[src/include/serial_pkg.sv]
package serial_pkg;

   // ***************************************************
   // character format
   // ***************************************************
   localparam int        DATA_W    = 8;
   localparam logic [2:0] LAST_IDX = 3'h7;
   localparam logic [3:0] OVS_LAST = 4'hf;
   localparam logic [3:0] OVS_HALF = 4'h7;

   // ***************************************************
   // apb register map
   // ***************************************************
   localparam logic [7:0] OFS_CTRL  = 8'h00;
   localparam logic [7:0] OFS_STAT  = 8'h04;
   localparam logic [7:0] OFS_TXD   = 8'h08;
   localparam logic [7:0] OFS_RXD   = 8'h0c;
   localparam logic [7:0] OFS_BAUD  = 8'h10;

   localparam int C_TX_ON      = 0;
   localparam int C_RX_ON      = 1;
   localparam int C_PARITY_ON  = 2;
   localparam int C_PARITY_ODD = 3;
   localparam int C_STOP2      = 4;
   localparam int C_FLOW_GATE  = 5;
   localparam int C_MULTIDROP  = 6;
   localparam int C_ADDR_FLAG  = 7;

   localparam int S_HOLD_EMPTY = 0;
   localparam int S_TX_BUSY    = 1;
   localparam int S_RX_AVAIL   = 2;
   localparam int S_PERR       = 3;
   localparam int S_FERR       = 4;
   localparam int S_OVERRUN    = 5;
   localparam int S_BRK        = 6;
   localparam int S_RX_NINTH   = 7;

   localparam logic [7:0]  CTRL_RESET = 8'h00;
   localparam logic [15:0] BAUD_RESET = 16'h0001;

   // ***************************************************
   // state machines
   // ***************************************************
   typedef enum logic [2:0] {
      TX_IDLE  = 3'b000,
      TX_START = 3'b001,
      TX_DATA  = 3'b010,
      TX_NINTH = 3'b011,
      TX_STOP1 = 3'b100,
      TX_STOP2 = 3'b101
   } tx_state_t;

   typedef enum logic [2:0] {
      RX_IDLE  = 3'b000,
      RX_START = 3'b001,
      RX_DATA  = 3'b010,
      RX_NINTH = 3'b011,
      RX_STOP  = 3'b100
   } rx_state_t;

   // parity over the data bits only; even gives xor of data
   function automatic logic par_bit(input logic [7:0] d, input logic odd);
      return (^d) ^ odd;
   endfunction : par_bit

endpackage : serial_pkg

[src/include/serial_link_if.sv]
`timescale 1ns/10ps
`default_nettype none
interface serial_link_if;
   logic dev_txd;
   logic dev_de;
   logic far_txd;
   logic cts_n;

   modport device (output dev_txd, output dev_de, input far_txd, input cts_n);
   modport far    (input dev_txd, input dev_de, output far_txd, output cts_n);
endinterface : serial_link_if
`default_nettype wire

[src/char_rx.sv]
`timescale 1ns/10ps
`default_nettype none
module char_rx (
   input  wire logic       clk_i,
   input  wire logic       rst_i,
   input  wire logic       tick_i,
   input  wire logic       en_i,
   input  wire logic       rxd_i,
   input  wire logic       ninth_on_i,
   input  wire logic       parity_chk_i,
   input  wire logic       odd_i,
   output logic            done_o,
   output logic [7:0]      data_o,
   output logic            ninth_o,
   output logic            perr_o,
   output logic            ferr_o,
   output logic            brk_o
);
   serial_pkg::rx_state_t state;
   logic       s1, s2, s3, line, line_q;
   logic [3:0] cnt;
   logic [2:0] idx;
   logic [7:0] sh;
   logic       nb;

   wire fall    = line_q & ~line;
   wire at_half = tick_i & (cnt == serial_pkg::OVS_HALF);
   wire at_end  = tick_i & (cnt == serial_pkg::OVS_LAST);

   // ***************************************************
   // pin synchroniser, change taken once stages agree
   // ***************************************************
   always_ff @(posedge clk_i) begin
      if (rst_i) begin
         s1     <= 1'b1;
         s2     <= 1'b1;
         s3     <= 1'b1;
         line   <= 1'b1;
         line_q <= 1'b1;
      end else begin
         s1     <= rxd_i;
         s2     <= s1;
         s3     <= s2;
         line_q <= line;
         if (s2 == s3) begin
            line <= s3;
         end
      end
   end

   // ***************************************************
   // character sampling at bit centre
   // ***************************************************
   always_ff @(posedge clk_i) begin
      if (rst_i) begin
         state  <= serial_pkg::RX_IDLE;
         cnt    <= 4'h0;
         idx    <= 3'h0;
         sh     <= 8'h00;
         nb     <= 1'b0;
         done_o <= 1'b0;
         data_o <= 8'h00;
         ninth_o <= 1'b0;
         perr_o <= 1'b0;
         ferr_o <= 1'b0;
         brk_o  <= 1'b0;
      end else begin
         done_o <= 1'b0;
         if (tick_i) begin
            cnt <= cnt + 4'h1;
         end
         case (state)
            serial_pkg::RX_IDLE: begin
               cnt <= 4'h0;
               nb  <= 1'b0;
               if (en_i && fall) begin
                  state <= serial_pkg::RX_START;
               end
            end
            serial_pkg::RX_START: begin
               if (at_half) begin
                  cnt   <= 4'h0;
                  idx   <= 3'h0;
                  state <= line ? serial_pkg::RX_IDLE : serial_pkg::RX_DATA;
               end
            end
            serial_pkg::RX_DATA: begin
               if (at_end) begin
                  sh  <= {line, sh[7:1]};
                  idx <= idx + 3'h1;
                  if (idx == serial_pkg::LAST_IDX) begin
                     state <= ninth_on_i ? serial_pkg::RX_NINTH : serial_pkg::RX_STOP;
                  end
               end
            end
            serial_pkg::RX_NINTH: begin
               if (at_end) begin
                  nb    <= line;
                  state <= serial_pkg::RX_STOP;
               end
            end
            serial_pkg::RX_STOP: begin
               if (at_end) begin
                  done_o  <= 1'b1;
                  data_o  <= sh;
                  ninth_o <= nb;
                  ferr_o  <= ~line;
                  perr_o  <= parity_chk_i & (nb != serial_pkg::par_bit(sh, odd_i));
                  brk_o   <= ~line & (sh == 8'h00) & ~nb;
                  state   <= serial_pkg::RX_IDLE;
               end
            end
            default: state <= serial_pkg::RX_IDLE;
         endcase
      end
   end
endmodule : char_rx
`default_nettype wire

[src/serial_dev.sv]
`timescale 1ns/10ps
`default_nettype none
// Function
// - eight data bits, least significant first
// - one low start bit opens character
// - one or two high stop bits
// - optional even/odd parity, checked on receive
// - independent directions, shared rate and format
// - one 16-bit baud divider for both
// - holding-empty flag one when writable
// - holding byte moves to shifter automatically
// - transmit request while enabled and empty
// - address flag bit sent as ninth
// - parity ignored while multidrop mode on
// - flow gate bit enables clear-to-send
// - separate enables; nothing sent unless tx_on
// - separate transmit and receive requests
// - framing, parity, overrun, break detected
// - nine-bit mode only while selected
// - driver enable high while transmitting
// - clear-to-send sampled clock before start
// - started character always finishes
// - address flag between data and stop
module serial_dev (
   input  wire logic        clk_i,
   input  wire logic        rst_i,
   input  wire logic        psel_i,
   input  wire logic        penable_i,
   input  wire logic        pwrite_i,
   input  wire logic [7:0]  paddr_i,
   input  wire logic [31:0] pwdata_i,
   output logic [31:0]      prdata_o,
   output logic             pready_o,
   output logic             pslverr_o,
   output logic             tx_irq_o,
   output logic             rx_irq_o,
   serial_link_if.device    link
);
   logic [7:0]  ctrl;
   logic [15:0] baud, baud_cnt;
   logic        tick;
   logic [7:0]  hold, shreg, rx_buf;
   logic        hold_flag, tx_holding_empty, ninth_val, txd, de;
   logic        rx_avail, rx_ninth, perr, ferr, ovr, brk;
   logic        c1, c2, c3, cts_clear;
   logic [3:0]  tcnt;
   logic [2:0]  tidx;
   serial_pkg::tx_state_t state;
   logic        r_done, r_ninth, r_perr, r_ferr, r_brk;
   logic [7:0]  r_data;

   // ***************************************************
   // apb decode
   // ***************************************************
   wire setup   = psel_i & ~penable_i;
   wire fin     = psel_i & penable_i & pready_o;
   wire wr      = fin & pwrite_i;
   wire rd      = fin & ~pwrite_i;
   wire a_ctrl  = paddr_i == serial_pkg::OFS_CTRL;
   wire a_stat  = paddr_i == serial_pkg::OFS_STAT;
   wire a_txd   = paddr_i == serial_pkg::OFS_TXD;
   wire a_rxd   = paddr_i == serial_pkg::OFS_RXD;
   wire a_baud  = paddr_i == serial_pkg::OFS_BAUD;
   wire hit     = a_ctrl | a_stat | a_txd | a_rxd | a_baud;
   wire wr_ctrl = wr & a_ctrl;
   wire wr_baud = wr & a_baud;
   wire wr_txd  = wr & a_txd;
   wire rd_rxd  = rd & a_rxd;
   wire [7:0] clr = (wr & a_stat) ? pwdata_i[7:0] : 8'h00;

   wire tx_on    = ctrl[serial_pkg::C_TX_ON];
   wire rx_on    = ctrl[serial_pkg::C_RX_ON];
   wire odd      = ctrl[serial_pkg::C_PARITY_ODD];
   wire stop2    = ctrl[serial_pkg::C_STOP2];
   wire flow_on  = ctrl[serial_pkg::C_FLOW_GATE];
   wire mdrop    = ctrl[serial_pkg::C_MULTIDROP];
   wire par_on   = ctrl[serial_pkg::C_PARITY_ON] & ~mdrop;
   wire ninth_en = mdrop | par_on;

   wire [7:0] stat = {rx_ninth, brk, ovr, ferr, perr, rx_avail,
                      state != serial_pkg::TX_IDLE, tx_holding_empty};
   wire [31:0] rd_word = a_ctrl ? {24'h000000, ctrl} :
                         a_stat ? {24'h000000, stat} :
                         a_rxd  ? {24'h000000, rx_buf} :
                         a_baud ? {16'h0000, baud} : 32'h00000000;

   always_ff @(posedge clk_i) begin
      if (rst_i) begin
         pready_o  <= 1'b0;
         pslverr_o <= 1'b0;
         prdata_o  <= 32'h00000000;
         ctrl      <= serial_pkg::CTRL_RESET;
         baud      <= serial_pkg::BAUD_RESET;
      end else begin
         pready_o  <= setup;
         pslverr_o <= setup & ~hit;
         if (setup) begin
            prdata_o <= rd_word;
         end
         if (wr_ctrl) begin
            ctrl <= pwdata_i[7:0];
         end
         if (wr_baud) begin
            baud <= pwdata_i[15:0];
         end
      end
   end

   // ***************************************************
   // shared baud divider, sixteen ticks per bit
   // ***************************************************
   // single divider
   wire baud_last = baud_cnt >= (baud - 16'h0001);
   always_ff @(posedge clk_i) begin
      if (rst_i || wr_baud) begin
         baud_cnt <= 16'h0000;
         tick     <= 1'b0;
      end else begin
         tick     <= baud_last;
         baud_cnt <= baud_last ? 16'h0000 : baud_cnt + 16'h0001;
      end
   end

   // ***************************************************
   // clear-to-send synchroniser
   // ***************************************************
   always_ff @(posedge clk_i) begin
      if (rst_i) begin
         c1        <= 1'b1;
         c2        <= 1'b1;
         c3        <= 1'b1;
         cts_clear <= 1'b0;
      end else begin
         c1 <= link.cts_n;
         c2 <= c1;
         c3 <= c2;
         if (c2 == c3) begin
            cts_clear <= ~c3;
         end
      end
   end

   // ***************************************************
   // holding register and transmit shifter
   // ***************************************************
   // start gate
   wire can_start = (state == serial_pkg::TX_IDLE) & tx_on & ~tx_holding_empty &
                    (~flow_on | cts_clear) & ~wr_txd;
   wire bit_end   = tick & (tcnt == serial_pkg::OVS_LAST);

   always_ff @(posedge clk_i) begin
      if (rst_i) begin
         hold             <= 8'h00;
         hold_flag        <= 1'b0;
         tx_holding_empty <= 1'b1;
      end else if (wr_txd && tx_holding_empty) begin
         hold             <= pwdata_i[7:0];
         hold_flag        <= ctrl[serial_pkg::C_ADDR_FLAG];
         tx_holding_empty <= 1'b0;
      end else if (can_start) begin
         tx_holding_empty <= 1'b1;
      end
   end

   always_ff @(posedge clk_i) begin
      if (rst_i) begin
         state     <= serial_pkg::TX_IDLE;
         txd       <= 1'b1;
         de        <= 1'b0;
         shreg     <= 8'h00;
         ninth_val <= 1'b0;
         tcnt      <= 4'h0;
         tidx      <= 3'h0;
      end else begin
         if (tick) begin
            tcnt <= tcnt + 4'h1;
         end
         case (state)
            serial_pkg::TX_IDLE: begin
               txd  <= 1'b1;
               tcnt <= 4'h0;
               if (can_start) begin
                  shreg     <= hold;
                  ninth_val <= mdrop ? hold_flag : serial_pkg::par_bit(hold, odd);
                  txd       <= 1'b0;
                  de        <= 1'b1;
                  state     <= serial_pkg::TX_START;
               end
            end
            serial_pkg::TX_START: begin
               if (bit_end) begin
                  txd   <= shreg[0];
                  tidx  <= 3'h0;
                  state <= serial_pkg::TX_DATA;
               end
            end
            serial_pkg::TX_DATA: begin
               if (bit_end) begin
                  tidx  <= tidx + 3'h1;
                  shreg <= {1'b0, shreg[7:1]};
                  txd   <= shreg[1];
                  if (tidx == serial_pkg::LAST_IDX) begin
                     txd   <= ninth_en ? ninth_val : 1'b1;
                     state <= ninth_en ? serial_pkg::TX_NINTH : serial_pkg::TX_STOP1;
                  end
               end
            end
            serial_pkg::TX_NINTH: begin
               if (bit_end) begin
                  txd   <= 1'b1;
                  state <= serial_pkg::TX_STOP1;
               end
            end
            serial_pkg::TX_STOP1: begin
               if (bit_end) begin
                  de    <= stop2;
                  state <= stop2 ? serial_pkg::TX_STOP2 : serial_pkg::TX_IDLE;
               end
            end
            serial_pkg::TX_STOP2: begin
               if (bit_end) begin
                  de    <= 1'b0;
                  state <= serial_pkg::TX_IDLE;
               end
            end
            default: state <= serial_pkg::TX_IDLE;
         endcase
      end
   end

   assign link.dev_txd = txd;
   assign link.dev_de  = de;

   // ***************************************************
   // receiver and status flags
   // ***************************************************
   char_rx u_rx (
      .clk_i        (clk_i),
      .rst_i        (rst_i),
      .tick_i       (tick),
      .en_i         (rx_on),
      .rxd_i        (link.far_txd),
      .ninth_on_i   (ninth_en),
      .parity_chk_i (par_on),
      .odd_i        (odd),
      .done_o       (r_done),
      .data_o       (r_data),
      .ninth_o      (r_ninth),
      .perr_o       (r_perr),
      .ferr_o       (r_ferr),
      .brk_o        (r_brk)
   );

   always_ff @(posedge clk_i) begin
      if (rst_i) begin
         rx_buf   <= 8'h00;
         rx_ninth <= 1'b0;
         rx_avail <= 1'b0;
         perr     <= 1'b0;
         ferr     <= 1'b0;
         ovr      <= 1'b0;
         brk      <= 1'b0;
         tx_irq_o <= 1'b0;
         rx_irq_o <= 1'b0;
      end else begin
         if (r_done) begin
            rx_buf   <= r_data;
            rx_ninth <= r_ninth;
         end
         rx_avail <= (rx_avail & ~rd_rxd) | r_done;
         perr <= (perr & ~clr[serial_pkg::S_PERR]) | (r_done & r_perr);
         ferr <= (ferr & ~clr[serial_pkg::S_FERR]) | (r_done & r_ferr);
         brk  <= (brk & ~clr[serial_pkg::S_BRK]) | (r_done & r_brk);
         ovr  <= (ovr & ~clr[serial_pkg::S_OVERRUN]) | (r_done & rx_avail & ~rd_rxd);
         tx_irq_o <= tx_on & tx_holding_empty;
         rx_irq_o <= rx_on & (rx_avail | perr | ferr | ovr | brk);
      end
   end
endmodule : serial_dev
`default_nettype wire

[src/flat_wrapper.sv]
// flat-port wrapper written by rule: the top's interface ports become plain ports
module serial_dev_flat 
  (clk_i, rst_i, psel_i, penable_i, pwrite_i, paddr_i, pwdata_i, prdata_o, pready_o, pslverr_o, tx_irq_o, rx_irq_o, link_dev_txd, link_dev_de, link_far_txd, link_cts_n);
  serial_link_if link_i ();
  input  wire logic clk_i;
  input  wire logic rst_i;
  input  wire logic psel_i;
  input  wire logic penable_i;
  input  wire logic pwrite_i;
  input  wire logic [7:0] paddr_i;
  input  wire logic [31:0] pwdata_i;
  output logic [31:0] prdata_o;
  output logic pready_o;
  output logic pslverr_o;
  output logic tx_irq_o;
  output logic rx_irq_o;
  output wire logic [$bits(link_i.dev_txd)-1:0] link_dev_txd;
  output wire logic [$bits(link_i.dev_de)-1:0] link_dev_de;
  input wire logic [$bits(link_i.far_txd)-1:0] link_far_txd;
  input wire logic [$bits(link_i.cts_n)-1:0] link_cts_n;
  assign link_dev_txd = link_i.dev_txd;
  assign link_dev_de = link_i.dev_de;
  assign link_i.far_txd = link_far_txd;
  assign link_i.cts_n = link_cts_n;
  serial_dev u_core (.clk_i(clk_i), .rst_i(rst_i), .psel_i(psel_i), .penable_i(penable_i), .pwrite_i(pwrite_i), .paddr_i(paddr_i), .pwdata_i(pwdata_i), .prdata_o(prdata_o), .pready_o(pready_o), .pslverr_o(pslverr_o), .tx_irq_o(tx_irq_o), .rx_irq_o(rx_irq_o), .link(link_i));
endmodule
[config.mk]
export PLATFORM = sky130hd
export DESIGN_NAME = serial_dev_flat
export DESIGN_NICKNAME = d
export VERILOG_FILES = /design/src/include/serial_pkg.sv /design/src/include/serial_link_if.sv /design/src/char_rx.sv /design/src/serial_dev.sv /design/src/flat_wrapper.sv
export SDC_FILE = /design/constraint.sdc
export NUM_CORES = 1
export LEC_CHECK = 0
export ABC_AREA = 1
export BUFFER_PORTS_ARGS = -buffer_cell sky130_fd_sc_hd__buf_4
export CORE_MARGIN = 2
export CORE_UTILIZATION = 40
export CTS_BUF_LIST = sky130_fd_sc_hd__clkbuf_2
export CTS_CLUSTER_DIAMETER = 60
export CTS_CLUSTER_SIZE = 16
export DETAILED_ROUTE_END_ITERATION = 7
export SYNTH_ARGS = -nofsm -noshare
export SYNTH_HDL_FRONTEND = slang
export SYNTH_SLANG_ARGS = --single-unit
export TNS_END_PERCENT = 10
[constraint.sdc]
create_clock -name clk_i -period 2.5 [get_ports clk_i]
set_input_delay 0.75 -clock clk_i [delete_from_list [all_inputs] [get_ports clk_i]]
set_output_delay 0.75 -clock clk_i [all_outputs]
set_load 0.005 [all_outputs]
Word level (Yosys, flattened, before mapping). Cells that the tools add are included. Widths: inputs -> output; s select.

$add $sub $neg: 6. Magnitude comparators: 1. Eq/ne operators: 34. Multiplexer cells: 50. Bitwise gates (word level): 68. Reductions and logical operators: 31.

Operators by type and width (number): $mux 32 (3); $mux 3 (18); $and 1x1->1 (35); $pmux 3 s6 (1); $add 16x1->16 const B (1); $eq 8x4->1 const B (2); $ge 16x16->1 (1); $logic_not 8->1 (2); $mux 16 (1); $mux 8 (2); $not 1->1 (16); $pmux 8 s2 (1); $reduce_xor 8->1 (2); $sub 16x1->16 const B (1); $eq 3x3->1 const B (5); $or 1x1->1 (15); $pmux 3 s5 (1); $ne 2x1->1 const B (7); $mux 1 (13); $eq 3x2->1 const B (4); $ne 2x2->1 const B (6); $pmux 3 s2 (2); $reduce_bool 2->1 (5); $reduce_and 3->1 (3); other kinds (27) (43).

Register bits after elaboration: 163. Input bits: 47. Word-level logic and storage cells: 236.

Depth between registers and ports, before layout. Gate-level depths: netlist of the first run.

Depth in word-level cells: 8. Gate-level depth with buffers: 17. Depth with buffers taken out: 17.

Cells and area by module. Synthesis of the first run repeated with hierarchy kept, for this count alone.

Cells, all modules: 1009. Area, all modules: 7417.1 sq um.

Modules (own cells, without submodules): serial_dev (times used 1, cells each 775, area each 5665.4 sq um); char_rx (times used 1, cells each 234, area each 1751.7 sq um).

Worst setup path after synthesis of the first run. Ideal clock, no wire load.

Path type: register -> register. Start: register u_core.baud[6]. End: register u_core.baud_cnt[8]. Arrival: 2.186 ns. Required time: 2.384 ns. Path slack: 0.198 ns. Cell stages (with the launch flop): 15. Path buffers: 2. Cells stage by stage: dfxtp_1 clkbuf_1 nor4_2 nand2_1 xnor2_1 inv_1 ha_1 nand2_1 inv_1 nand3_1 nor2_1 nand3_1 nand4_2 buf_6 nor2_1.

Cells in the longest elaborated chain, start to end: 3.

Ends and longest elaborated chain: start: declaration (line serial_dev.sv:40) `logic [15:0] baud, baud_cnt;`; start signal: assignment (line serial_dev.sv:93) `baud <= serial_pkg::BAUD_RESET;`; start signal: assignment (line serial_dev.sv:104) `baud <= pwdata_i[15:0];`; $sub 16x1->16 (line serial_dev.sv:113) `wire baud_last = baud_cnt >= (baud - 16'h0001);`; $ge 16x16->1 (line serial_dev.sv:113); $reduce_or 2->1 (no source line); end signal: assignment (line serial_dev.sv:120) `baud_cnt <= baud_last ? 16'h0000 : baud_cnt + 16'h0001;`; end: declaration (line serial_dev.sv:40).

Every way passes these cells. A chain may end at the register's enable or synchronous reset.

Final worst setup path of the first run.
Start: register u_core.baud[2]. End: register u_core.baud_cnt[14].

The elaborated chain is that of the path after synthesis.

==> results.md, run 1 <==
* Status: completed
* Worst Max-Slew Pin Slew at 0.507 ns
* Vias in the first global route at 6031
* Post-Syn Area per Cell at 7.19 um2
* WS Path Type: reg2reg
* CTS tree: built
* Pins over their slew limit at 0
* Routed wire length at 17400 um
* CORE AREA at 18100 um2
* Vias per cell at 4.88
* Post-synth top area share at 39.5%
* Effective utilization at floorplan at 41.1%
* R2r setup slk at 0.13 ns
* Final Hold Viols at 0
* FF+latch count, synth at 147
* Global placer's final weighted congestion at 0.895
* Antenna Nets Post-Route at 0
* # rows at 49
* Main synth FF type: dfxtp_1
* Min-delay src: link_far_txd
* Nets at 1176
* GRT Total Usage at 18.1%
* DRC at 0
* CTS Buf Count at 17
* Worst Hold Path EP: u_core.u_rx.s1
* CP peak stage delay at 0.41 ns
* Top post-synthesis cells by count: nand2_1, dfxtp_1, nor2_1
* Register area at 2950 um2
* Sequential Power Share at 50.7%
* EDFF count, synth at 0
* Share of cells above drive strength 1 at 19.3%
* Max Clock Skew at 0.0358 ns
* Fin crit period at 2.37 ns
* Post-DP HPWL at 12800 um
* Post-synthesis cell area at 7460 um2
* Clock buffer depth at 2
* Net Sw Power at 1.60 mW
* Initial antenna violation count at 1
* RSZ-0062 raised after global routing: true
* Ranking of synthesized cells by area: dfxtp_1, nand2_1, a21oi_1
* Clk pwr share at 30.0%
* Synth cell types at 43
* Clock Sinks at 147
* Async S/R FF share, synth at 0%
* Highest clock rate at 422 MHz
* Area after DPL at 8050 um2
* Combinational share of power at 19.3%
* Final core utilization at 46.9%
* Count leader, synth: nand2_1
* Reg-to-reg endpoint: u_core.baud_cnt[14]
* Maximum vdd drop at 0.000268 V
* Clock transition at path regs at 0.23 ns
* YS warnings at 0
* Die W at 141 um
* Crit. End Element: flip-flop
* I/O Buffers at 52
* 1st-iter DRT viols at 386
* Crit path max-delay cell type: dfxtp_4
* Hold Slack at 0.195 ns
* Area grow syn2layout at 14.2%
* Routed len/inst at 13.0 um
* Hold Path Class: in2reg
* Worst flop-to-flop path startpoint: u_core.baud[2]
* Internal power at 3.34 mW
* Crit-path cells: nor2_2 -> nand2_1 -> nor4_2 -> buf_4 -> nand2_1 -> xor2_1 -> ha_1 -> nand2_1 -> inv_1 -> nand3_1 -> nor2_4 -> nand3_2 -> nand4_4 -> clkbuf_16 -> nor2_1
* Switching Fraction at 32.3%
* Critical path launch point type: flip-flop
* Vias at 6555
* Fin area at 8520 um2
* Crit path DAT at 3.00 ns
* Hold path cells at 2
* Footprint of the multi-input gates at 3920 um2
* H-tree Lvls at 4
* Synth Instances at 1037
* Final setup vio count at 0
* Register-to-Register Path Depth at 15
* Die height at 141 um
* Overflow after GRT at 0
* PD cells at 579 nW/um2
* Area of the die at 19700 um2
* Final std cells w/o fill at 1344
* First-pass GRT wire length at 29000 um
* Tcrit/Tclk final at 94.7%
* Largest net degree at the start of global routing at 28
* Cell mode on critical path: nand2_1
* Register area share after synthesis at 39.5%
* Post-synth top area cell: dfxtp_1
* Crit-path max FO at 8
* Drt pass-1 iters at 7
* Clock root cell: clkbuf_2
* Slew HR at 65.9%
* Placed cell count at 1306
* # IOs at 85
* WP depth at 15
* Max-cap violations at 0
* Crit path max-delay family: simple AND/OR/NAND/NOR gates
* WP buf/inv at 3
* Number of fill cells in the layout at 1898
* Clk_lat worst skew at 0.72 ns
* Pleak at 3.72 nW
* Worst setup startpoint: u_core.baud[2]
* Worst endpoint required time at 3.13 ns
==> worst max path at each step <==
stage	to	slack, ns
floorplan	u_core.baud_cnt[8]	0.20
global placement	u_core.baud_cnt[1]	-0.06
detailed placement	u_core.baud_cnt[13]	-0.20
CTS	u_core.baud_cnt[2]	0.006
global route	u_core.baud_cnt[0]	-0.04
finish	u_core.baud_cnt[14]	0.13
==> through the flow <==
step	setup TNS, ns	total power, mW	worst slack, ns
after detailed placement	-2.95	3.51	-0.200
final	0	4.93	0.132
after global placement	-0.955	3.49	-0.0644
after global routing	-0.320	5.25	-0.0374
after CTS	0	5.00	0.00643
after floorplan	0	3.34	0.198
==> worst reg2reg max path, cell delays in order, from the launching register on <==
cell and delay, ns:
dfxtp_4 0.41, nor2_2 0.07, nand2_1 0.08, nor4_2 0.22, buf_4 0.19, nand2_1 0.07
xor2_1 0.14, ha_1 0.30, nand2_1 0.05, inv_1 0.07, nand3_1 0.11, nor2_4 0.15
nand3_2 0.11, nand4_4 0.12, clkbuf_16 0.17, nor2_1 0.04
==> timing repair <==
action / in CTS / in global routing
setup endpoints to repair: 16 / 17
pin swaps: 1 / 9
hold buffers: 0 / 0
cloned: 0 / 1
gates resized for setup: 1 / 40
setup buffers: 1 / 3
==> metal layers <==
layer	global-route usage, %	share of wire, %
met1	24.7	48
met2	29.0	46
met3	3.93	4.3
met4	5.00	1.3
met5	0	0
==> layout by cell type, fill, tap and decap left out, types with 4 or more instances in the layout <==
master	synthesis	routed
o21ai_1	6	6
buf_4	22	76
nand2_4	6	7
clkbuf_2	0	17
nand2_1	209	204
a21oi_1	95	93
nand3_2	5	8
nor2_2	13	23
nor2_4	3	6
a21oi_2	2	4
nor3_1	14	14
nor4_1	4	4
xor2_1	19	19
xnor2_1	13	12
conb_1	1	16
inv_2	19	24
nand4_1	9	9
dfxtp_1	147	143
clkinv_4	0	5
or2_2	7	7
nor2_1	116	103
ha_1	28	27
nand2_2	9	13
nand3_1	63	60
o21ai_0	71	70
inv_1	108	103
==> power groups by stage <==
stage | sequential (mW) | clock (mW) | combinational [mW]
after global routing | 2.52 | 1.63 | 1.10
after CTS | 2.50 | 1.53 | 0.960
after detailed placement | 2.55 | 0 | 0.957
after floorplan | 2.54 | 0 | 0.802
after global placement | 2.55 | 0 | 0.945
final | 2.50 | 1.48 | 0.952
==> cells by family (layout without fill, tap and decap cells) <==
group	count (synthesis)	count (layout)	synth area share, %
compound gates	183	183	12.7
xor+xnor	32	32	3.76
fa+ha+maj	28	28	4.70
buf+inv	175	237	10.3
flops	147	147	39.5
other cells	1	17	0.0503
simple gates	471	471	29.0
==> state kept, by name, indices dropped and copies added (netlist names), 3 cells and up <==
signal,count
u_core.prdata_o,16
u_core.state,3
u_core.tidx,3
u_core.u_rx.sh,8
u_core.u_rx.data_o,8
u_core.hold,8
u_core.baud,16
u_core.tcnt,4
u_core.rx_buf,8
u_core.baud_cnt,16
u_core.u_rx.cnt,4
u_core.u_rx.idx,3
u_core.ctrl,8
u_core.u_rx.state,3
u_core.shreg,8
==> final cells by class <==
| class | count | area share [%] |
|---|---|---|
| diodes | 1 | 0.0294 |
| repair buffers | 78 | 7.23 |
| clock buffers | 17 | 0.999 |
| multi-input cells | 730 | 46.0 |
| flip-flops and latches | 147 | 34.6 |
| inverters | 127 | 5.60 |
| clock inverters | 15 | 2.14 |
| well taps | 229 | 3.36 |
No activity file was read; power rests on OpenSTA's default activity.
==> inputs of run 2 (changes only) <==
--- a/config.mk
+++ b/config.mk
@@ -6,10 +6,10 @@
 export NUM_CORES = 1
 export LEC_CHECK = 0
 export ABC_AREA = 1
-export BUFFER_PORTS_ARGS = -buffer_cell sky130_fd_sc_hd__buf_4
+export BUFFER_PORTS_ARGS = -buffer_cell sky130_fd_sc_hd__buf_2
 export CORE_MARGIN = 2
 export CORE_UTILIZATION = 40
-export CTS_BUF_LIST = sky130_fd_sc_hd__clkbuf_2
+export CTS_BUF_LIST = sky130_fd_sc_hd__clkbuf_8
 export CTS_CLUSTER_DIAMETER = 60
 export CTS_CLUSTER_SIZE = 16
 export DETAILED_ROUTE_END_ITERATION = 7
==> results.md, run 2 (same netlist as run 1, synthesis figures left out) <==
* Area grow syn2layout at 12.5% (was 14.2%)
* Die W at 141 um (unchanged)
* CTS tree: built (unchanged)
* Pins over their slew limit at 0 (unchanged)
* WS Path Type: reg2reg (unchanged)
* Clock transition at path regs at 0.08 ns (was 0.23 ns)
* WL met1 at 8180 um (was 8440 um)
* Effective utilization at floorplan at 41.1% (unchanged)
* Hold path cells at 1 (was 2)
* Setup TNS Final at 0 ns (unchanged)
* Hold Slack at 0.412 ns (was 0.195 ns)
* Share of cells above drive strength 1 at 17.1% (was 19.3%)
* Clock buffer depth at 2 (unchanged)
* Tot Pwr at 5.28 mW (was 4.93 mW)
* Crit. End Element: flip-flop (unchanged)
* # IOs at 85 (unchanged)
* ANT cells at 0 (was 1)
* Tcrit/Tclk final at 95.7% (was 94.7%)
* WP depth at 16 (was 15)
* Worst endpoint required time at 2.89 ns (was 3.13 ns)
* Cell mode on critical path: nand2_1 (unchanged)
* Vias per cell at 4.80 (was 4.88)
* Max Clock Skew at 0.0149 ns (was 0.0358 ns)
* Top Layer Used: met4 (unchanged)
* I/O Buffers at 52 (unchanged)
* Vias in the first global route at 5815 (was 6031)
* Die height at 141 um (unchanged)
* Largest registers: u_core.baud: 16 flops, u_core.baud_cnt: 16 flops, u_core.prdata_o: 16 flops (unchanged)
* Met2 routed wirelength at 7790 um (was 8010 um)
* H-tree Lvls at 4 (unchanged)
* Max-cap violations at 0 (unchanged)
* CTS Buf Count at 17 (unchanged)
* Global placer's final weighted congestion at 0.886 (was 0.895)
* Initial antenna violation count at 0 (was 1)
* Final Hold Viols at 0 (unchanged)
* Final core utilization at 46.2% (was 46.9%)
* Critical path launch point type: flip-flop (unchanged)
* CTS hold repair buffers at 0 (unchanged)
* # rows at 49 (unchanged)
* Register-to-Register Path Depth at 16 (was 15)
* Hold Path Class: reg2reg (was in2reg)
* Nets at 1168 (was 1176)
* DRC at 0 (unchanged)
* Drt pass-1 iters at 5 (was 7)
* CP peak stage delay at 0.35 ns (was 0.41 ns)
* Final worst slack at 0.107 ns (was 0.132 ns)
* Most frequent cells in the layout: nand2_1, dfxtp_1, nor2_1 (was nand2_1, dfxtp_1, inv_1, nor2_1, a21oi_1)
* Pre-CTS WS at 0.0689 ns (was -0.200 ns)
* RSZ-0062 raised after global routing: true (unchanged)
* Post-DP HPWL at 12600 um (was 12800 um)
* GRT Total Usage at 17.8% (was 18.1%)
* 1st-iter DRT viols at 347 (was 386)
* Routed wire length at 17100 um (was 17400 um)
* Routed len/inst at 12.8 um (was 13.0 um)
* Area of the die at 19700 um2 (unchanged)
* CORE AREA at 18100 um2 (unchanged)
* Final setup vio count at 0 (unchanged)
* Met3 wire length at 737 um (was 744 um)
* Most common cell after layout, fill and taps aside: nand2_1 (unchanged)
* Crit-path cells: nor2_2 -> nand2_2 -> nor4_4 -> buf_4 -> buf_4 -> nand2_1 -> xor2_1 -> ha_1 -> nand2_1 -> nand2_1 -> nand2_1 -> a21oi_1 -> nor2_2 -> nand4_4 -> clkbuf_16 -> nor2_1 (was nor2_2 -> nand2_1 -> nor4_2 -> buf_4 -> nand2_1 -> xor2_1 -> ha_1 -> nand2_1 -> inv_1 -> nand3_1 -> nor2_4 -> nand3_2 -> nand4_4 -> clkbuf_16 -> nor2_1)
* Vias at 6406 (was 6555)
* Crit path max-delay family: simple AND/OR/NAND/NOR gates (unchanged)
* Clock Sinks at 147 (unchanged)
* Highest clock rate at 418 MHz (was 422 MHz)
* Antenna Nets Post-Route at 0 (unchanged)
* PD cells at 629 nW/um2 (was 579 nW/um2)
* Status: completed (unchanged)
* Overflow after GRT at 0 (unchanged)
* Pleak at 3.68 nW (was 3.72 nW)
* Fin crit period at 2.39 ns (was 2.37 ns)
* Crit path DAT at 2.79 ns (was 3.00 ns)
* Largest net degree at the start of global routing at 38 (was 28)
* Clk_lat worst skew at 0.46 ns (was 0.72 ns)
* First-pass GRT wire length at 28300 um (was 29000 um)
* Maximum vdd drop at 0.000311 V (was 0.000268 V)
* Crit-path max FO at 8 (unchanged)
* WP buf/inv at 3 (unchanged)
* Crit path max-delay cell type: dfxtp_2 (was dfxtp_4)
* Clock root cell: clkbuf_8 (was clkbuf_2)
-- run 2: timing repair --
| action | 4_1_cts | 5_1_grt |
|---|---|---|
| endpoints found under the setup margin | 0 | 17 |
| buffers inserted | 0 | 3 |
| resized for setup | 0 | 19 |
-- run 2: routing by layer --
metal,global-route usage [%],up-vias
li1,-,3421
met1,23.9,2845
met2,28.2,116
met3,4.03,24
met4,6.58,0
met5,0,-
-- run 2: final cells by class --
| cell class | instances | area, um2 |
|---|---|---|
| Clock buffer | 19 | 262 |
| Clock inverter | 12 | 130 |
| Sequential cell | 147 | 2950 |
| Tap cell | 229 | 287 |
| Multi-Input combinational cell | 730 | 3850 |
| Fill cell | 1882 | 9760 |
| Inverter | 127 | 477 |
| Timing Repair Buffer | 70 | 438 |
-- run 2: per-stage QoR --
stage                     area [um2]  cells
after floorplan                 7510   1052
after global placement          7900   1299
after detailed placement        7900   1299
after CTS                       8290   1330
after global routing            8390   1334
final                           8390   1334
-- run 2: report_power, final --
group,switching [mW],internal (mW),leakage [nW]
clock network,0.929,0.937,0.199
registers,0.0659,2.43,1.19
logic,0.605,0.312,2.29
-- run 2: worst paths after layout --
check                        to  slack [ns]      startpoint
max          u_core.baud_cnt[4]        0.11  u_core.baud[2]
min            u_core.cts_clear        0.41       u_core.c3
max reg2reg  u_core.baud_cnt[4]        0.11  u_core.baud[2]
min reg2reg    u_core.cts_clear        0.41       u_core.c3
-- run 2: worst reg2reg max path, delay by kind of cell (launching register included) --
family / cells / cell delay (ns)
AO/OA/AOI/OAI: 1 / 0.06
AND/OR/NAND/NOR: 10 / 1.02
XOR/XNOR: 1 / 0.15
flip-flops: 1 / 0.35
buffers and inverters: 3 / 0.46
adder cells (fa/ha/maj): 1 / 0.29
